<file path="config.mk">
export PLATFORM = sky130hd
export DESIGN_NAME = burst_wrap_and_crc_regs
export DESIGN_NICKNAME = d
export VERILOG_FILES = /design/src/common/burst_crc_pkg.sv /design/src/logic/byte_fifo.sv /design/src/logic/iface_crc_unit.sv /design/src/logic/burst_wrap_and_crc_regs.sv
export SDC_FILE = /design/constraint.sdc
export NUM_CORES = 1
export LEC_CHECK = 0
export BUFFER_PORTS_ARGS = -buffer_cell sky130_fd_sc_hd__clkbuf_2
export CAP_MARGIN = 20
export CORE_MARGIN = 8
export CORE_UTILIZATION = 55
export CTS_CLUSTER_SIZE = 25
export DETAILED_ROUTE_END_ITERATION = 7
export GPL_TIMING_DRIVEN = 1
export PLACE_DENSITY = 0.76
export SYNTH_ARGS = -nofsm -noshare
export SYNTH_HDL_FRONTEND = slang
export SYNTH_HIERARCHICAL = 1
export SYNTH_SLANG_ARGS = --single-unit
</file>
<file path="constraint.sdc">
create_clock -name clk_sys -period 3.6 [get_ports clk_sys]
set_input_delay 0.18 -clock clk_sys [delete_from_list [all_inputs] [get_ports clk_sys]]
set_output_delay 0.18 -clock clk_sys [all_outputs]
set_load 0.05 [all_outputs]
</file>
<file path="src/common/burst_crc_pkg.sv">
package burst_crc_pkg;

  // ==========================================================================
  // Register map (byte addresses on APB)
  // ==========================================================================
  localparam logic [7:0] ADDR_BURST_CFG  = 8'h00;
  localparam logic [7:0] ADDR_CRC_ENABLE = 8'h04;
  localparam logic [7:0] ADDR_CRC_CHECK  = 8'h08;
  localparam logic [7:0] ADDR_ARRAY_CRC  = 8'h0c;
  localparam logic [7:0] ADDR_BURST_STAT = 8'h10;

  // ==========================================================================
  // Field positions and reset values
  // ==========================================================================
  localparam int          WRAP_ON_BIT      = 4;
  localparam int          WRAP_LEN_LSB     = 0;
  localparam int          CRC_OFF_BIT      = 0;
  localparam logic [31:0] CRC_CHECK_RESET  = 32'h0fffffff;
  localparam logic [31:0] ARRAY_CRC_RESET  = 32'h00000000;
  localparam logic [31:0] CRC_POLY         = 32'h04c11db7;
  localparam logic [31:0] ERR_ADDR_DATA    = 32'h00000000;

  // ==========================================================================
  // Burst stream
  // ==========================================================================
  localparam int FIFO_WIDTH = 8;
  localparam int FIFO_DEPTH = 32;
  localparam int ADDR_W     = 32;

  typedef enum logic [1:0] {
    WRAP_8  = 2'b00,
    WRAP_16 = 2'b01,
    WRAP_32 = 2'b10,
    WRAP_64 = 2'b11
  } wrap_len_e;

  typedef enum logic [1:0] {
    ST_IDLE  = 2'b00,
    ST_FETCH = 2'b01,
    ST_DRAIN = 2'b11
  } burst_state_e;

endpackage : burst_crc_pkg

</file>
<file path="src/logic/byte_fifo.sv">
module byte_fifo #(
  parameter int WIDTH = 8,
  parameter int DEPTH = 32
) (
  input  wire logic             clk_sys,
  input  wire logic             arst_n,
  input  wire logic             flush,
  input  wire logic [WIDTH-1:0] inData,
  input  wire logic             inValid,
  output logic                  inReady,
  output logic      [WIDTH-1:0] outData,
  output logic                  outValid,
  input  wire logic             outReady
);

  localparam int PW = $clog2(DEPTH);

  logic [WIDTH-1:0] mem [DEPTH];
  logic [PW:0]      wrPtr_r;
  logic [PW:0]      rdPtr_r;
  logic             push;
  logic             pop;

  // Full when the pointers differ only in the wrap bit.
  assign inReady  = (wrPtr_r[PW-1:0] != rdPtr_r[PW-1:0]) || (wrPtr_r[PW] == rdPtr_r[PW]);
  assign outValid = (wrPtr_r != rdPtr_r);
  assign push     = inValid && inReady;
  assign pop      = outValid && outReady;
  assign outData  = mem[rdPtr_r[PW-1:0]];

  always_ff @(posedge clk_sys) begin
    if (push) begin
      mem[wrPtr_r[PW-1:0]] <= inData;
    end
  end

  always_ff @(posedge clk_sys or negedge arst_n) begin
    if (!arst_n) begin
      wrPtr_r <= '0;
      rdPtr_r <= '0;
    end else if (flush) begin
      wrPtr_r <= '0;
      rdPtr_r <= '0;
    end else begin
      if (push) begin
        wrPtr_r <= wrPtr_r + 1'b1;
      end
      if (pop) begin
        rdPtr_r <= rdPtr_r + 1'b1;
      end
    end
  end

endmodule : byte_fifo

</file>
<file path="src/logic/iface_crc_unit.sv">
module iface_crc_unit (
  input  wire logic        clk_sys,
  input  wire logic        arst_n,
  input  wire logic        crcOff,
  input  wire logic        byteValid,
  input  wire logic [7:0]  byteData,
  output logic      [31:0] crcValue
);

  // ==========================================================================
  // Byte-wise CRC-32 update, MSB first
  // ==========================================================================
  function automatic logic [31:0] crc_step(input logic [31:0] c, input logic [7:0] d);
    logic [31:0] r;
    r = c;
    for (int i = 7; i >= 0; i--) begin
      r = (r[31] ^ d[i]) ? ((r << 1) ^ burst_crc_pkg::CRC_POLY) : (r << 1);
    end
    return r;
  endfunction : crc_step

  always_ff @(posedge clk_sys or negedge arst_n) begin
    if (!arst_n) begin
      crcValue <= burst_crc_pkg::CRC_CHECK_RESET;
    end else if (byteValid && !crcOff) begin
      crcValue <= crc_step(crcValue, byteData);
    end
  end

endmodule : iface_crc_unit

</file>
<file path="src/logic/burst_wrap_and_crc_regs.sv">
module burst_wrap_and_crc_regs (
  input  wire logic        clk_sys,
  input  wire logic        arst_n,
  // APB slave
  input  wire logic        psel,
  input  wire logic        penable,
  input  wire logic        pwrite,
  input  wire logic [7:0]  paddr,
  input  wire logic [31:0] pwdata,
  output logic      [31:0] prdata,
  output logic             pready,
  output logic             pslverr,
  // Burst request
  input  wire logic        burstStart,
  input  wire logic [31:0] burstAddr,
  input  wire logic        burstStop,
  // Array read port
  output logic      [31:0] memAddr,
  output logic             memRead,
  input  wire logic [7:0]  memData,
  // Byte stream to the link
  output logic      [7:0]  outByte,
  output logic             outValid,
  input  wire logic        outReady,
  output logic      [31:0] outAddr,
  // Interface traffic seen by the CRC
  input  wire logic        linkByteValid,
  input  wire logic [7:0]  linkByte,
  // Array CRC result from the integrity engine
  input  wire logic        arrayCrcLoad,
  input  wire logic [31:0] arrayCrcIn
);

  // ==========================================================================
  // Configuration registers
  // ==========================================================================
  logic                         burstWrapOn_r;
  burst_crc_pkg::wrap_len_e     burstWrapLengthSel_r;
  logic                         ifaceCrcOffSelect_r;
  logic [31:0]                  arrayIntegrityCrc_r;
  logic [31:0]                  ifaceCrcCheckValue;
  logic                         wrEn;
  logic                         rdEn;
  logic                         addrHit;
  logic [4:0]                   regSel;

  assign wrEn = psel && penable && pwrite;
  assign rdEn = psel && penable && !pwrite;

  // ==========================================================================
  // Register decode
  // ==========================================================================
  localparam int SEL_CFG    = 0;
  localparam int SEL_ENABLE = 1;
  localparam int SEL_CHECK  = 2;
  localparam int SEL_ARRAY  = 3;
  localparam int SEL_STAT   = 4;

  // One-hot select shared by the write strobes and the error answer.
  function automatic logic [4:0] reg_sel(input logic [7:0] a);
    logic [4:0] s;
    s = 5'h00;
    unique case (a)
      burst_crc_pkg::ADDR_BURST_CFG:  s[SEL_CFG]    = 1'b1;
      burst_crc_pkg::ADDR_CRC_ENABLE: s[SEL_ENABLE] = 1'b1;
      burst_crc_pkg::ADDR_CRC_CHECK:  s[SEL_CHECK]  = 1'b1;
      burst_crc_pkg::ADDR_ARRAY_CRC:  s[SEL_ARRAY]  = 1'b1;
      burst_crc_pkg::ADDR_BURST_STAT: s[SEL_STAT]   = 1'b1;
      default:                        s             = 5'h00;
    endcase
    return s;
  endfunction : reg_sel

  assign regSel  = reg_sel(paddr);
  assign addrHit = |regSel;

  always_ff @(posedge clk_sys or negedge arst_n) begin
    if (!arst_n) begin
      burstWrapOn_r        <= 1'b0;
      burstWrapLengthSel_r <= burst_crc_pkg::WRAP_8;
    end else if (wrEn && pready && regSel[SEL_CFG]) begin
      burstWrapOn_r        <= pwdata[burst_crc_pkg::WRAP_ON_BIT];
      burstWrapLengthSel_r <= burst_crc_pkg::wrap_len_e'(
                                pwdata[burst_crc_pkg::WRAP_LEN_LSB +: 2]);
    end
  end

  // Only bit 0 is stored; upper bits are dropped so they read as zero.
  always_ff @(posedge clk_sys or negedge arst_n) begin
    if (!arst_n) begin
      ifaceCrcOffSelect_r <= 1'b0;
    end else if (wrEn && pready && regSel[SEL_ENABLE]) begin
      ifaceCrcOffSelect_r <= pwdata[burst_crc_pkg::CRC_OFF_BIT];
    end
  end

  always_ff @(posedge clk_sys or negedge arst_n) begin
    if (!arst_n) begin
      arrayIntegrityCrc_r <= burst_crc_pkg::ARRAY_CRC_RESET;
    end else if (arrayCrcLoad) begin
      arrayIntegrityCrc_r <= arrayCrcIn;
    end
  end

  iface_crc_unit u_crc (
    .clk_sys   (clk_sys),
    .arst_n    (arst_n),
    .crcOff    (ifaceCrcOffSelect_r),
    .byteValid (linkByteValid),
    .byteData  (linkByte),
    .crcValue  (ifaceCrcCheckValue)
  );

  // ==========================================================================
  // Burst address sequencing
  // ==========================================================================
  // With wrap on, bits outside the wrap group are frozen so the burst never leaves it; with wrap off the address counts up linearly.
  function automatic logic [31:0] next_addr(input logic [31:0] a, input logic wrapOn,
                                            input burst_crc_pkg::wrap_len_e len);
    logic [31:0] mask;
    mask = 32'hffffffff;
    if (wrapOn) begin
      unique case (len)
        burst_crc_pkg::WRAP_8:  mask = 32'h00000007;
        burst_crc_pkg::WRAP_16: mask = 32'h0000000f;
        burst_crc_pkg::WRAP_32: mask = 32'h0000001f;
        burst_crc_pkg::WRAP_64: mask = 32'h0000003f;
      endcase
    end
    return (a & ~mask) | ((a + 32'h00000001) & mask);
  endfunction : next_addr

  burst_crc_pkg::burst_state_e state_r;
  logic [31:0]                 curAddr_r;
  logic [31:0]                 fetchAddr_r;
  logic                        fetchPend_r;
  logic [7:0]                  fifoOut;
  logic                        fifoValid;
  logic                        fifoReady;
  logic                        fifoInReady;
  logic [31:0]                 burstCount_r;
  logic                        issue;

  // One read in flight at a time; a byte is requested only when the FIFO has room.
  assign issue = (state_r == burst_crc_pkg::ST_FETCH) && !fetchPend_r && fifoInReady
                 && !burstStop;

  always_ff @(posedge clk_sys or negedge arst_n) begin
    if (!arst_n) begin
      state_r <= burst_crc_pkg::ST_IDLE;
    end else begin
      unique case (state_r)
        burst_crc_pkg::ST_IDLE: begin
          if (burstStart) begin
            state_r <= burst_crc_pkg::ST_FETCH;
          end
        end
        burst_crc_pkg::ST_FETCH: begin
          if (burstStop) begin
            state_r <= burst_crc_pkg::ST_DRAIN;
          end
        end
        burst_crc_pkg::ST_DRAIN: begin
          state_r <= burst_crc_pkg::ST_IDLE;
        end
        default: state_r <= burst_crc_pkg::ST_IDLE;
      endcase
    end
  end

  always_ff @(posedge clk_sys or negedge arst_n) begin
    if (!arst_n) begin
      curAddr_r <= 32'h00000000;
    end else if (state_r == burst_crc_pkg::ST_IDLE && burstStart) begin
      curAddr_r <= burstAddr;
    end else if (issue) begin
      curAddr_r <= next_addr(curAddr_r, burstWrapOn_r, burstWrapLengthSel_r);
    end
  end

  always_ff @(posedge clk_sys or negedge arst_n) begin
    if (!arst_n) begin
      memAddr     <= 32'h00000000;
      memRead     <= 1'b0;
      fetchPend_r <= 1'b0;
      fetchAddr_r <= 32'h00000000;
    end else begin
      memRead     <= issue;
      fetchPend_r <= issue;
      if (issue) begin
        memAddr     <= curAddr_r;
        fetchAddr_r <= curAddr_r;
      end
    end
  end

  // The array answers while memRead is high; its byte enters the FIFO at the edge that ends
  // the read, so only one read is ever in flight and the room check stays exact.
  byte_fifo #(
    .WIDTH (burst_crc_pkg::FIFO_WIDTH),
    .DEPTH (burst_crc_pkg::FIFO_DEPTH)
  ) u_fifo (
    .clk_sys  (clk_sys),
    .arst_n   (arst_n),
    .flush    (state_r == burst_crc_pkg::ST_DRAIN),
    .inData   (memData),
    .inValid  (memRead),
    .inReady  (fifoInReady),
    .outData  (fifoOut),
    .outValid (fifoValid),
    .outReady (fifoReady)
  );

  // Output register stage keeps outputs straight from flip-flops.
  assign fifoReady = !outValid || outReady;

  always_ff @(posedge clk_sys or negedge arst_n) begin
    if (!arst_n) begin
      outByte  <= 8'h00;
      outValid <= 1'b0;
    end else if (state_r == burst_crc_pkg::ST_DRAIN) begin
      outValid <= 1'b0;
    end else if (fifoReady) begin
      outByte  <= fifoOut;
      outValid <= fifoValid;
    end
  end

  always_ff @(posedge clk_sys or negedge arst_n) begin
    if (!arst_n) begin
      outAddr <= 32'h00000000;
    end else if (memRead) begin
      outAddr <= fetchAddr_r;
    end
  end

  always_ff @(posedge clk_sys or negedge arst_n) begin
    if (!arst_n) begin
      burstCount_r <= 32'h00000000;
    end else if (state_r == burst_crc_pkg::ST_IDLE && burstStart) begin
      burstCount_r <= 32'h00000000;
    end else if (outValid && outReady) begin
      burstCount_r <= burstCount_r + 32'h00000001;
    end
  end

  // ==========================================================================
  // APB answer: one wait state, data and ready registered
  // ==========================================================================
  logic [31:0] rdMux;

  always_comb begin
    rdMux = burst_crc_pkg::ERR_ADDR_DATA;
    unique case (paddr)
      burst_crc_pkg::ADDR_BURST_CFG: begin
        rdMux[burst_crc_pkg::WRAP_ON_BIT]       = burstWrapOn_r;
        rdMux[burst_crc_pkg::WRAP_LEN_LSB +: 2] = burstWrapLengthSel_r;
      end
      burst_crc_pkg::ADDR_CRC_ENABLE: rdMux[burst_crc_pkg::CRC_OFF_BIT] = ifaceCrcOffSelect_r;
      burst_crc_pkg::ADDR_CRC_CHECK:  rdMux = ifaceCrcCheckValue;
      burst_crc_pkg::ADDR_ARRAY_CRC:  rdMux = arrayIntegrityCrc_r;
      burst_crc_pkg::ADDR_BURST_STAT: rdMux = burstCount_r;
      default:                        rdMux = burst_crc_pkg::ERR_ADDR_DATA;
    endcase
  end

  // Ready drops right after its pulse; a master that holds the access phase is
  // answered again every second cycle.
  always_ff @(posedge clk_sys or negedge arst_n) begin
    if (!arst_n) begin
      pready <= 1'b0;
    end else begin
      pready <= psel && penable && !pready;
    end
  end

  always_ff @(posedge clk_sys or negedge arst_n) begin
    if (!arst_n) begin
      pslverr <= 1'b0;
    end else begin
      pslverr <= psel && penable && !pready && !addrHit;
    end
  end

  // Read data is captured in the wait state and then held until the next read.
  always_ff @(posedge clk_sys or negedge arst_n) begin
    if (!arst_n) begin
      prdata <= 32'h00000000;
    end else if (rdEn && !pready) begin
      prdata <= rdMux;
    end
  end

endmodule : burst_wrap_and_crc_regs

</file>
* Yosys cells after proc, flatten, opt, wreduce, memory -nomap -nowiden
Memory sizes are Yosys's and may differ from the RTL's. A register that Yosys moved wholly into a read port is not among the register bits. Cells that the tools add are included.
Storage, ports and cells: bits in writable memories 256, memories 1, register bits 246, logic and storage cells 132
Memories:
- u_fifo.mem | words 32, bits a word 8, rd ports 1, clocked after Yosys merged registers in 1, write ports 1, RTL line byte_fifo.sv:18 | logic [WIDTH-1:0] mem [DEPTH];
Operators by class: bitwise logic cells 21, reduce and logical (&&, ||, !) cells 38, equal/unequal tests 14, muxes and demuxes 37, add/subtract/negate cells 4
Operators with widths (count):
- 32-bit two-way mux | 7
- 27-bit two-way mux | 8
- 32-bit case mux with 4 select lines | 1
- 14-bit inverter | 8
- 27-bit case mux with 3 select lines | 1
- 32-bit by 1-bit adder with 32-bit output (second input constant) | 2
- 32-bit AND | 2
- 32-bit inverter | 1
- 32-bit bitwise OR | 1
- 6-bit two-way mux | 4
- 1-bit logical AND | 17
- 8-bit by 4-bit equality test with 1-bit output (second input constant) | 2
- 6-bit by 1-bit adder with 6-bit output (second input constant) | 2
- 2-bit nonzero test | 5
- 1-bit two-way mux | 9
- 8-bit by 3-bit equality test with 1-bit output (second input constant) | 1
- 8-bit by 5-bit equality test with 1-bit output (second input constant) | 1
- 1-bit zero test | 8
- 8-bit zero test | 1
- 1-bit case mux with 4 select lines | 2
- 1-bit bitwise XOR | 8
- 2-bit equality test (second input constant) | 3
- 6-bit != test | 1
- 2-bit case mux with 3 select lines | 1
- other kinds (12) | 18

* Depth between registers and ports, before layout
Gate-level depths: netlist of the first run.
depth in word-level cells 16, depth in mapped cells 11, mapped depth without buffers 8

* Hierarchy
Netlist of the first run, hierarchy kept.
By module, submodules not included:
- byte_fifo | cells an instance 489, area an instance 10637.7 sq um, times used 1
- burst_wrap_and_crc_regs | cells an instance 886, area an instance 9706.8 sq um, times used 1
- iface_crc_unit | cells an instance 175, area an instance 1934.4 sq um, times used 1

* Least setup slack after synthesis of the first run
Ideal clock, no wire load.
kind register to register, from reg u_fifo.rdPtr_r[2], to reg outByte[0] (read register of u_fifo.mem), setup time 125 ps, stages on the path, launching flop included 8, arrival time 2363 ps, path slack 1112 ps, required time 3475 ps, path through dfrtp_1 -> clkbuf_1 -> buf_2 -> clkbuf_1 -> mux4_2 -> mux4_2 -> mux2_2 -> mux2_2
RTL lines:
- from (decl) | RTL line byte_fifo.sv:20 | logic [PW:0] rdPtr_r;
- from (signal assigned) | RTL line byte_fifo.sv:49 | rdPtr_r <= rdPtr_r + 1'b1;
- to (decl) | RTL line burst_wrap_and_crc_regs.sv:22 | output logic [7:0] outByte,

* Final worst setup path of the first run
from reg u_fifo.rdPtr_r[4], to mem u_fifo.mem[12][3], enable pin
Between the ends: cells in the longest elaborated chain, start to end 5
Ends and longest elaborated chain:
- 5-bit != test | RTL line byte_fifo.sv:25 | assign inReady = (wrPtr_r[PW-1:0] != rdPtr_r[PW-1:0]) || (wrPtr_r[PW] == rdPtr_r[PW]);
- 1-bit logical OR | RTL line byte_fifo.sv:25
- 1-bit logical AND | RTL line byte_fifo.sv:27 | assign push = inValid && inReady;
- 1-bit two-way mux | RTL line byte_fifo.sv:32 | if (push) begin
- 1-bit two-way mux (implied by the code) | RTL line byte_fifo.sv:33 | mem[wrPtr_r[PW-1:0]] <= inData;
- to (decl) | RTL line byte_fifo.sv:18
Every way passes these cells.

==> out/qor.txt, run 1 <==
Tightest Pin Transition: 1.029 ns
Clk Latency, worst-skew pair: 0.62 ns
Fillers: 2,791
Initial core utilization: 55.94%
Syn Nets: 1,687
Placed cell areas: 24,030 um^2
Total area of sequential cells: 14,080 um^2
Clock sink count: 510
Dominant synthesized flop cell: edfxtp_1
Synth Instances: 1,550
Crit end category: flip-flop
Final Max Slew Viols: 0
Tot GR Track Use: 23.16%
DRC: 0
Vias post-DR: 14,130
Leak Pwr: 10.34 nW
FFs w/ async S/R, synth: 49.80%
First-pass GRT wire length: 85,230 um
Area growth syn-to-layout: 18.98%
P per Cell Area: 788.2 nW/um^2
DIE AREA: 47,200 um^2
Vias in the first global route: 14,350
Layout cells sized above 1: 31.06%
Setup TNS: 0 ns
Startpoint class of the critical path: flip-flop
CTS tree: built
GPL Wtd Cong: 0.8667
Largest net degree at the start of global routing: 94
DIE WIDTH: 217.3 um
Fmax: 340.9 MHz
Final Critical Period: 2.934 ns
Max Root-Sink Buffers: 3
Synthesized area: 22,280 um^2
Root Driver: clkbuf_16
Post-synth EDFFs: 256
CP max stage cell: nor2_1
Yosys cell types: 66
Tcrit/Tclk final: 81.49%
Yosys warns: 6
Worst Path Max Fanout: 12
Max transition margin: 31.43%
Post-route cell area: 26,510 um^2
Antenna violations before repair: 1
Worst vdd ir: 0.0006073 V
Port bufs: 208
RSZ-0062 raised after global routing: no
Worst path cell trace: xor2_1, nor3_1, a21boi_1, nand2_1, nor2_1
#FFs+latches synth: 510
Post-CTS Resized: 0
Min-Delay Path Class: input pin to flip-flop
Final hold viol count: 0
Nets@finish: 1,985
Worst EP arrival: 3.17 ns
Vias per inst: 5.834
Aggregate routed wire length: 55,160 um
1st-pass router iterations: 5
Final setup vio count: 0
H-tree depth: 2
Number of DRC markers in iteration 0: 1,410
Cell Rows: 73
Avg WL per Cell: 22.78 um
Final ANT Viol Nets: 0
Critical Path Max Stage Delay: 0.73 ns
Register area share after synthesis: 63.19%
Reg clk slew, reported paths: 0.06 ns
Footprint of the multi-input gates: 7804 um^2
Worst Skew: 0.03964 ns
CTS buffer count: 53
Outcome: completed
Io pins: 238
Core area: 39,820 um^2
Kind of critical path: flip-flop to flip-flop
DPL Wire Length: 36,070 um
CP required: 3.84 ns
Max cap viols: 0
Synth Area per Inst: 14.37 um^2
Die height: 217.3 um
GRT Residual Overflow: 0
-- report_power, final --
| group | internal (mW) | switching [mW] | leakage [nW] |
|---|---|---|---|
| clock | 3.09 | 2.29 | 0.839 |
| combinational | 3.12 | 4.27 | 4.04 |
| sequential | 7.19 | 0.939 | 5.47 |
| total | 13.4 | 7.50 | 10.3 |
-- synth_stat cells, types with 4 or more instances --
library cell | number | area [um^2]
edfxtp_1 | 256 | 7687
dfrtp_1 | 226 | 5655
nand2_1 | 136 | 510.5
nor2_1 | 123 | 461.7
mux2_2 | 122 | 1374
mux4_2 | 81 | 1824
o21ai_0 | 77 | 385.4
xnor2_1 | 65 | 569.3
clkbuf_1 | 52 | 195.2
xor2_1 | 51 | 446.7
a21oi_1 | 44 | 220.2
mux2i_1 | 36 | 360.4
nand3_1 | 32 | 160.2
nand4_1 | 29 | 181.4
dfstp_2 | 28 | 735.7
buf_2 | 16 | 80.08
o21ai_1 | 14 | 70.07
nor3_1 | 12 | 60.06
and3_1 | 11 | 68.82
inv_1 | 11 | 41.29
nor4_1 | 11 | 68.82
or3_1 | 11 | 68.82
buf_1 | 10 | 37.54
and4_1 | 8 | 70.07
ha_1 | 7 | 87.58
xnor2_2 | 7 | 113.9
nor2b_1 | 6 | 37.54
or4_1 | 6 | 45.04
a22oi_1 | 5 | 37.54
and2_1 | 5 | 31.28
buf_6 | 5 | 56.30
nand2b_1 | 4 | 25.02
-- metal layers --
layer | vias to the layer above | track usage (%) | share of wire (%)
met5 | - | 0 | 0
met4 | 0 | 8.724 | 3.5
met3 | 116 | 3.578 | 6.1
met2 | 500 | 37.90 | 49
met1 | 7195 | 31.20 | 41
li1 | 6314 | - | -
-- metrics by stage --
step	worst slack (ns)	power, mW	std cells	utilization [%]	hold WS (ns)
floorplan	1.112	13.65	1550	-	-0.1156
global placement	0.7814	15.33	2244	60.34	0.2531
detailed placement	0.6741	15.53	2244	60.34	0.2496
CTS	0.6693	21.04	2418	66.54	0.05433
global route	0.4687	21.84	2419	66.55	0.1038
finish	0.6663	20.89	2421	66.56	0.09886
-- layout by cell type, fill, tap and decap left out, drive strengths merged, types with 3 or more instances in the layout --
cell	count
and4	9
a21oi	44
a22oi	5
ha	7
dfrtp	226
or3	11
nor4	12
and3	11
dlygate4sd3	74
nand2	138
inv	13
buf	45
edfxtp	256
nor2b	6
nand4	29
xor2	54
mux2	123
nor3	12
mux4	81
bufinv	3
or4	7
clkinv	16
nor2	123
o21ai	91
mux2i	36
diode	3
nand2b	4
dfstp	28
xnor2	74
and2	6
nand3	32
clkbuf	285
-- final timing paths --
kind | startpoint | endpoint | slack [ns] | cells after the start
max | u_fifo/rdPtr_r[4] | u_fifo/mem[12][3] | 0.67 | 5
min | linkByte[0] | u_crc/crcValue[22] | 0.1 | 4
max reg2reg | u_fifo/rdPtr_r[4] | u_fifo/mem[12][3] | 0.67 | 5
min reg2reg | prdata[21] | prdata[21] | 0.48 | 2
max in group asynchronous | arst_n | fetchAddr_r[30] | 2.44 | 3
min in group asynchronous | arst_n | pslverr | 0.21 | 2
-- flip-flops by register name (all words and copies together) (netlist names), named ones only --
name / count
pslverr: 1
u_fifo/rdPtr_r: 6
fetchPend_r: 1
pready: 1
arrayIntegrityCrc_r: 32
outAddr: 32
u_fifo/wrPtr_r: 6
burstWrapLengthSel_r: 2
state_r: 2
outValid: 1
burstWrapOn_r: 1
u_fifo/mem: 256
outByte: 8
fetchAddr_r: 32
burstCount_r: 32
prdata: 32
u_crc/crcValue: 32
ifaceCrcOffSelect_r: 1
curAddr_r: 3
-- logic make-up after synthesis --
family / Yosys count / share of synthesized area [%]
AO/OA/AOI/OAI: 159 / 3.937
buffers and inverters: 94 / 1.842
adder cells (fa/ha/maj): 7 / 0.3931
XOR/XNOR: 130 / 5.846
flip-flops: 510 / 63.19
multiplexers: 240 / 16.02
AND/OR/NAND/NOR: 410 / 8.767
-- area by class of cell --
type	count	area share [%]
clock inverter	22	0.9393
timing repair buffer	326	8.242
antenna	3	0.02832
multi-input combinational	946	29.44
sequential	510	53.13
clock buffer	78	5.584
inverter	11	0.1558
tap	525	2.478
-- critical path: cells and delay by family, from the launching register on --
| family | cells | cell delay [ns] |
|---|---|---|
| XOR/XNOR | 1 | 0.31 |
| AO/OA/AOI/OAI | 1 | 0.47 |
| AND/OR/NAND/NOR | 3 | 1.09 |
| flip-flops | 1 | 0.69 |
-- repair_timing --
| action | CTS | global route |
|---|---|---|
| endpoints found under the setup margin | 0 | 0 |
| hold buffers | 74 | 0 |
| hold endpoints to repair | 138 | 0 |
| setup buffers | 0 | 0 |
Power figures use the tool's default switching activity.
==> run 2: changes to the inputs <==
ABC_AREA = 1   (was default)
CORE_UTILIZATION = 54   (was 55)
PLACE_DENSITY = 0.78   (was 0.76)
clock period = 2.4 ns   (was 3.6 ns; I/O delays follow)
==> out/qor.txt, run 2 <==
Outcome: completed
H-tree depth: 2
Clock sink count: 510
Worst Skew: 0.02721 ns
Worst reg2reg startpoint: u_fifo/wrPtr_r[0]
P per Cell Area: 1076 nW/um^2
Hold Crit Start: pwrite
Final hold viol count: 0
First-pass GRT wire length: 108,300 um
Footprint of the multi-input gates: 9153 um^2
Commonest cells after routing, fill and taps aside: nand2_1 (901), nand3_1 (336), edfxtp_1 (256)
CP required: 2.63 ns
Main combinational cell family by area after synthesis: simple AND/OR/NAND/NOR gates
Startpoint class of the critical path: flip-flop
Final setup vio count: 0
Worst r2r dst: u_fifo/mem[12][4]
Die height: 229.3 um
Largest net degree at the start of global routing: 90
Count leader, synth: nand2_1
Place WS: 0.02141 ns
CTS tree: built
Area leader, netlist: edfxtp_1
Reg clk slew, reported paths: 0.06 ns
Multiplexer share of the synthesized area: 3.301%
DRC: 0
FFs w/ async S/R, synth: 49.80%
XOR/XNOR share of the synthesized area: 1.381%
Worst reg-to-reg setup slack: 0.12 ns
Yosys top cell area share: 31.30%
Max cap viols: 0
Adder-cell area share of the yosys netlist: 0.3566%
Power Total: 31.12 mW
Core area: 45,190 um^2
Tot GR Track Use: 25.54%
Most frequent cells after synthesis: nand2_1 (902), nand3_1 (336), edfxtp_1 (256)
DPL Wire Length: 45,900 um
Final ANT Viol Nets: 0
CTS buffer count: 51
Crit end category: flip-flop
Fmax: 439.1 MHz
Compound-gate portion of the synthesized area: 5.003%
Post-synth EDFFs: 256
Kind of critical path: flip-flop to flip-flop
Reg2reg path depth: 4
1st-pass router iterations: 6
Setup TNS: 0 ns
Io pins: 238
Final worst slack: 0.1225 ns
Hold Path Stages: 5
Cell Rows: 78
Vias per inst: 5.642
Yosys warns: 6
Tcrit/Tclk final: 94.90%
Post-Synth Simple-Gate Area: 27.16%
GPL Wtd Cong: 0.9355
Aggregate routed wire length: 68,610 um
Worst Path Max Fanout: 8
Leak Pwr: 12.91 nW
Worst EP arrival: 2.51 ns
Antenna violations before repair: 3
Vias post-DR: 20,300
Avg WL per Cell: 19.07 um
Max transition margin: 28.76%
Dominant synthesized flop cell: edfxtp_1
Register area share after synthesis: 57.32%
Root Driver: clkbuf_16
Commonest non-fill, non-tap cell in the layout: nand2_1
#FFs+latches synth: 510
Number of flip-flops under the largest register name: 256
Yosys cell types: 56
Final Critical Period: 2.277 ns
Hold Crit Endpoint: ifaceCrcOffSelect_r
RSZ-0062 raised after global routing: no
Syn Nets: 2,786
Synth Area per Inst: 9.271 um^2
GRT Residual Overflow: 0
Initial core utilization: 54.35%
Total area of sequential cells: 14,080 um^2
DIE WIDTH: 229.3 um
DIE AREA: 52,560 um^2
Clk Latency, worst-skew pair: 0.61 ns
Fillers: 3,496
Port bufs: 208
Area growth syn-to-layout: 17.75%
Worst vdd ir: 0.0007297 V
Synth Instances: 2,649
Final Max Slew Viols: 0
Nets@finish: 3,090
Vias in the first global route: 20,100
Top cells by area, synth: edfxtp_1 (31%), dfrtp_1 (23%), nand2_1 (14%), nand3_1 (6.8%), mux2_2 (3.0%)
Layout cells sized above 1: 18.94%
Min-Delay Path Class: input pin to flip-flop
Synthesized area: 24,560 um^2
Max Root-Sink Buffers: 3
Tightest Pin Transition: 1.060 ns
Number of DRC markers in iteration 0: 1,959
## run 2: worst max-delay path by stage
stage | startpoint | end | slack (ns) | cells after the start
after floorplan | u_fifo/rdPtr_r[1] | u_fifo/mem[16][0] | 0.22 | 10
after global placement | u_fifo/rdPtr_r[0] | u_fifo/mem[6][2] | 0.008 | 8
after detailed placement | u_fifo/rdPtr_r[0] | u_fifo/mem[11][6] | 0.02 | 8
after CTS | u_fifo/rdPtr_r[0] | u_fifo/mem[11][6] | 0.009 | 8
after global routing | u_fifo/rdPtr_r[0] | u_fifo/mem[14][4] | 0.01 | 8
final | u_fifo/wrPtr_r[0] | u_fifo/mem[12][4] | 0.12 | 4
## run 2: metal layers
metal  vias up  wire, um  GRT usage (%)  part of all wire, %
li1       9443         -              -                    -
met1      9699     27030          32.34                   39
met2       963     32870          41.87                   48
met3       190      5550          5.266                  8.1
met4         0      3157          11.89                  4.6
met5         -         0              0                    0
## run 2: cells by family (layout without fill, tap and decap cells)
kind of cell / after synthesis / in the layout
other: 0 / 3
DFF: 510 / 510
muxes: 72 / 72
AOI/OAI and AO/OA: 211 / 211
and+or+nand+nor: 1514 / 1514
adders and majority gates: 7 / 7
buffers and inverters: 298 / 643
xor gates and xnor gates: 37 / 37
## run 2: through the flow
step	instances	hold slack [ns]	instance area, um^2	util, %
floorplan	2649	-0.1756	24560	-
global placement	3409	0.1667	26330	58.27
detailed placement	3411	0.1702	26350	58.30
CTS	3580	0.01831	28820	63.78
global route	3597	0.08163	28920	64.00
finish	3597	0.07025	28920	64.00
## run 2: what timing repair did
item | in CTS | in global routing
buffers inserted | 0 | 0
endpoints found under the setup margin | 6 | 8
hold buffers | 75 | 0
gates resized for setup | 1 | 2
hold endpoints to repair | 163 | 0
## run 2: final cells by class
type | instances | share of cell area (%)
sequential | 510 | 48.70
multi-input combinational | 1841 | 31.65
timing repair buffer | 366 | 8.666
clock buffer | 77 | 5.131
tap | 600 | 2.596
inverter | 183 | 2.418
clock inverter | 17 | 0.8177
antenna | 3 | 0.02596
## run 2: power by group
group	internal, mW	switching [mW]	total (mW)	leakage, nW
clock	4.64	3.48	8.12	0.836
sequential	10.7	1.29	12.0	5.49
combinational	3.28	7.75	11.0	6.59
total	18.6	12.5	31.1	12.9
## run 2: worst max-delay path, stage by stage (launching register included)
cell	delay [ns]
dfrtp_1	0.42
inv_2	0.11
ha_1	0.16
clkinv_1	0.28
nor3_1	0.95
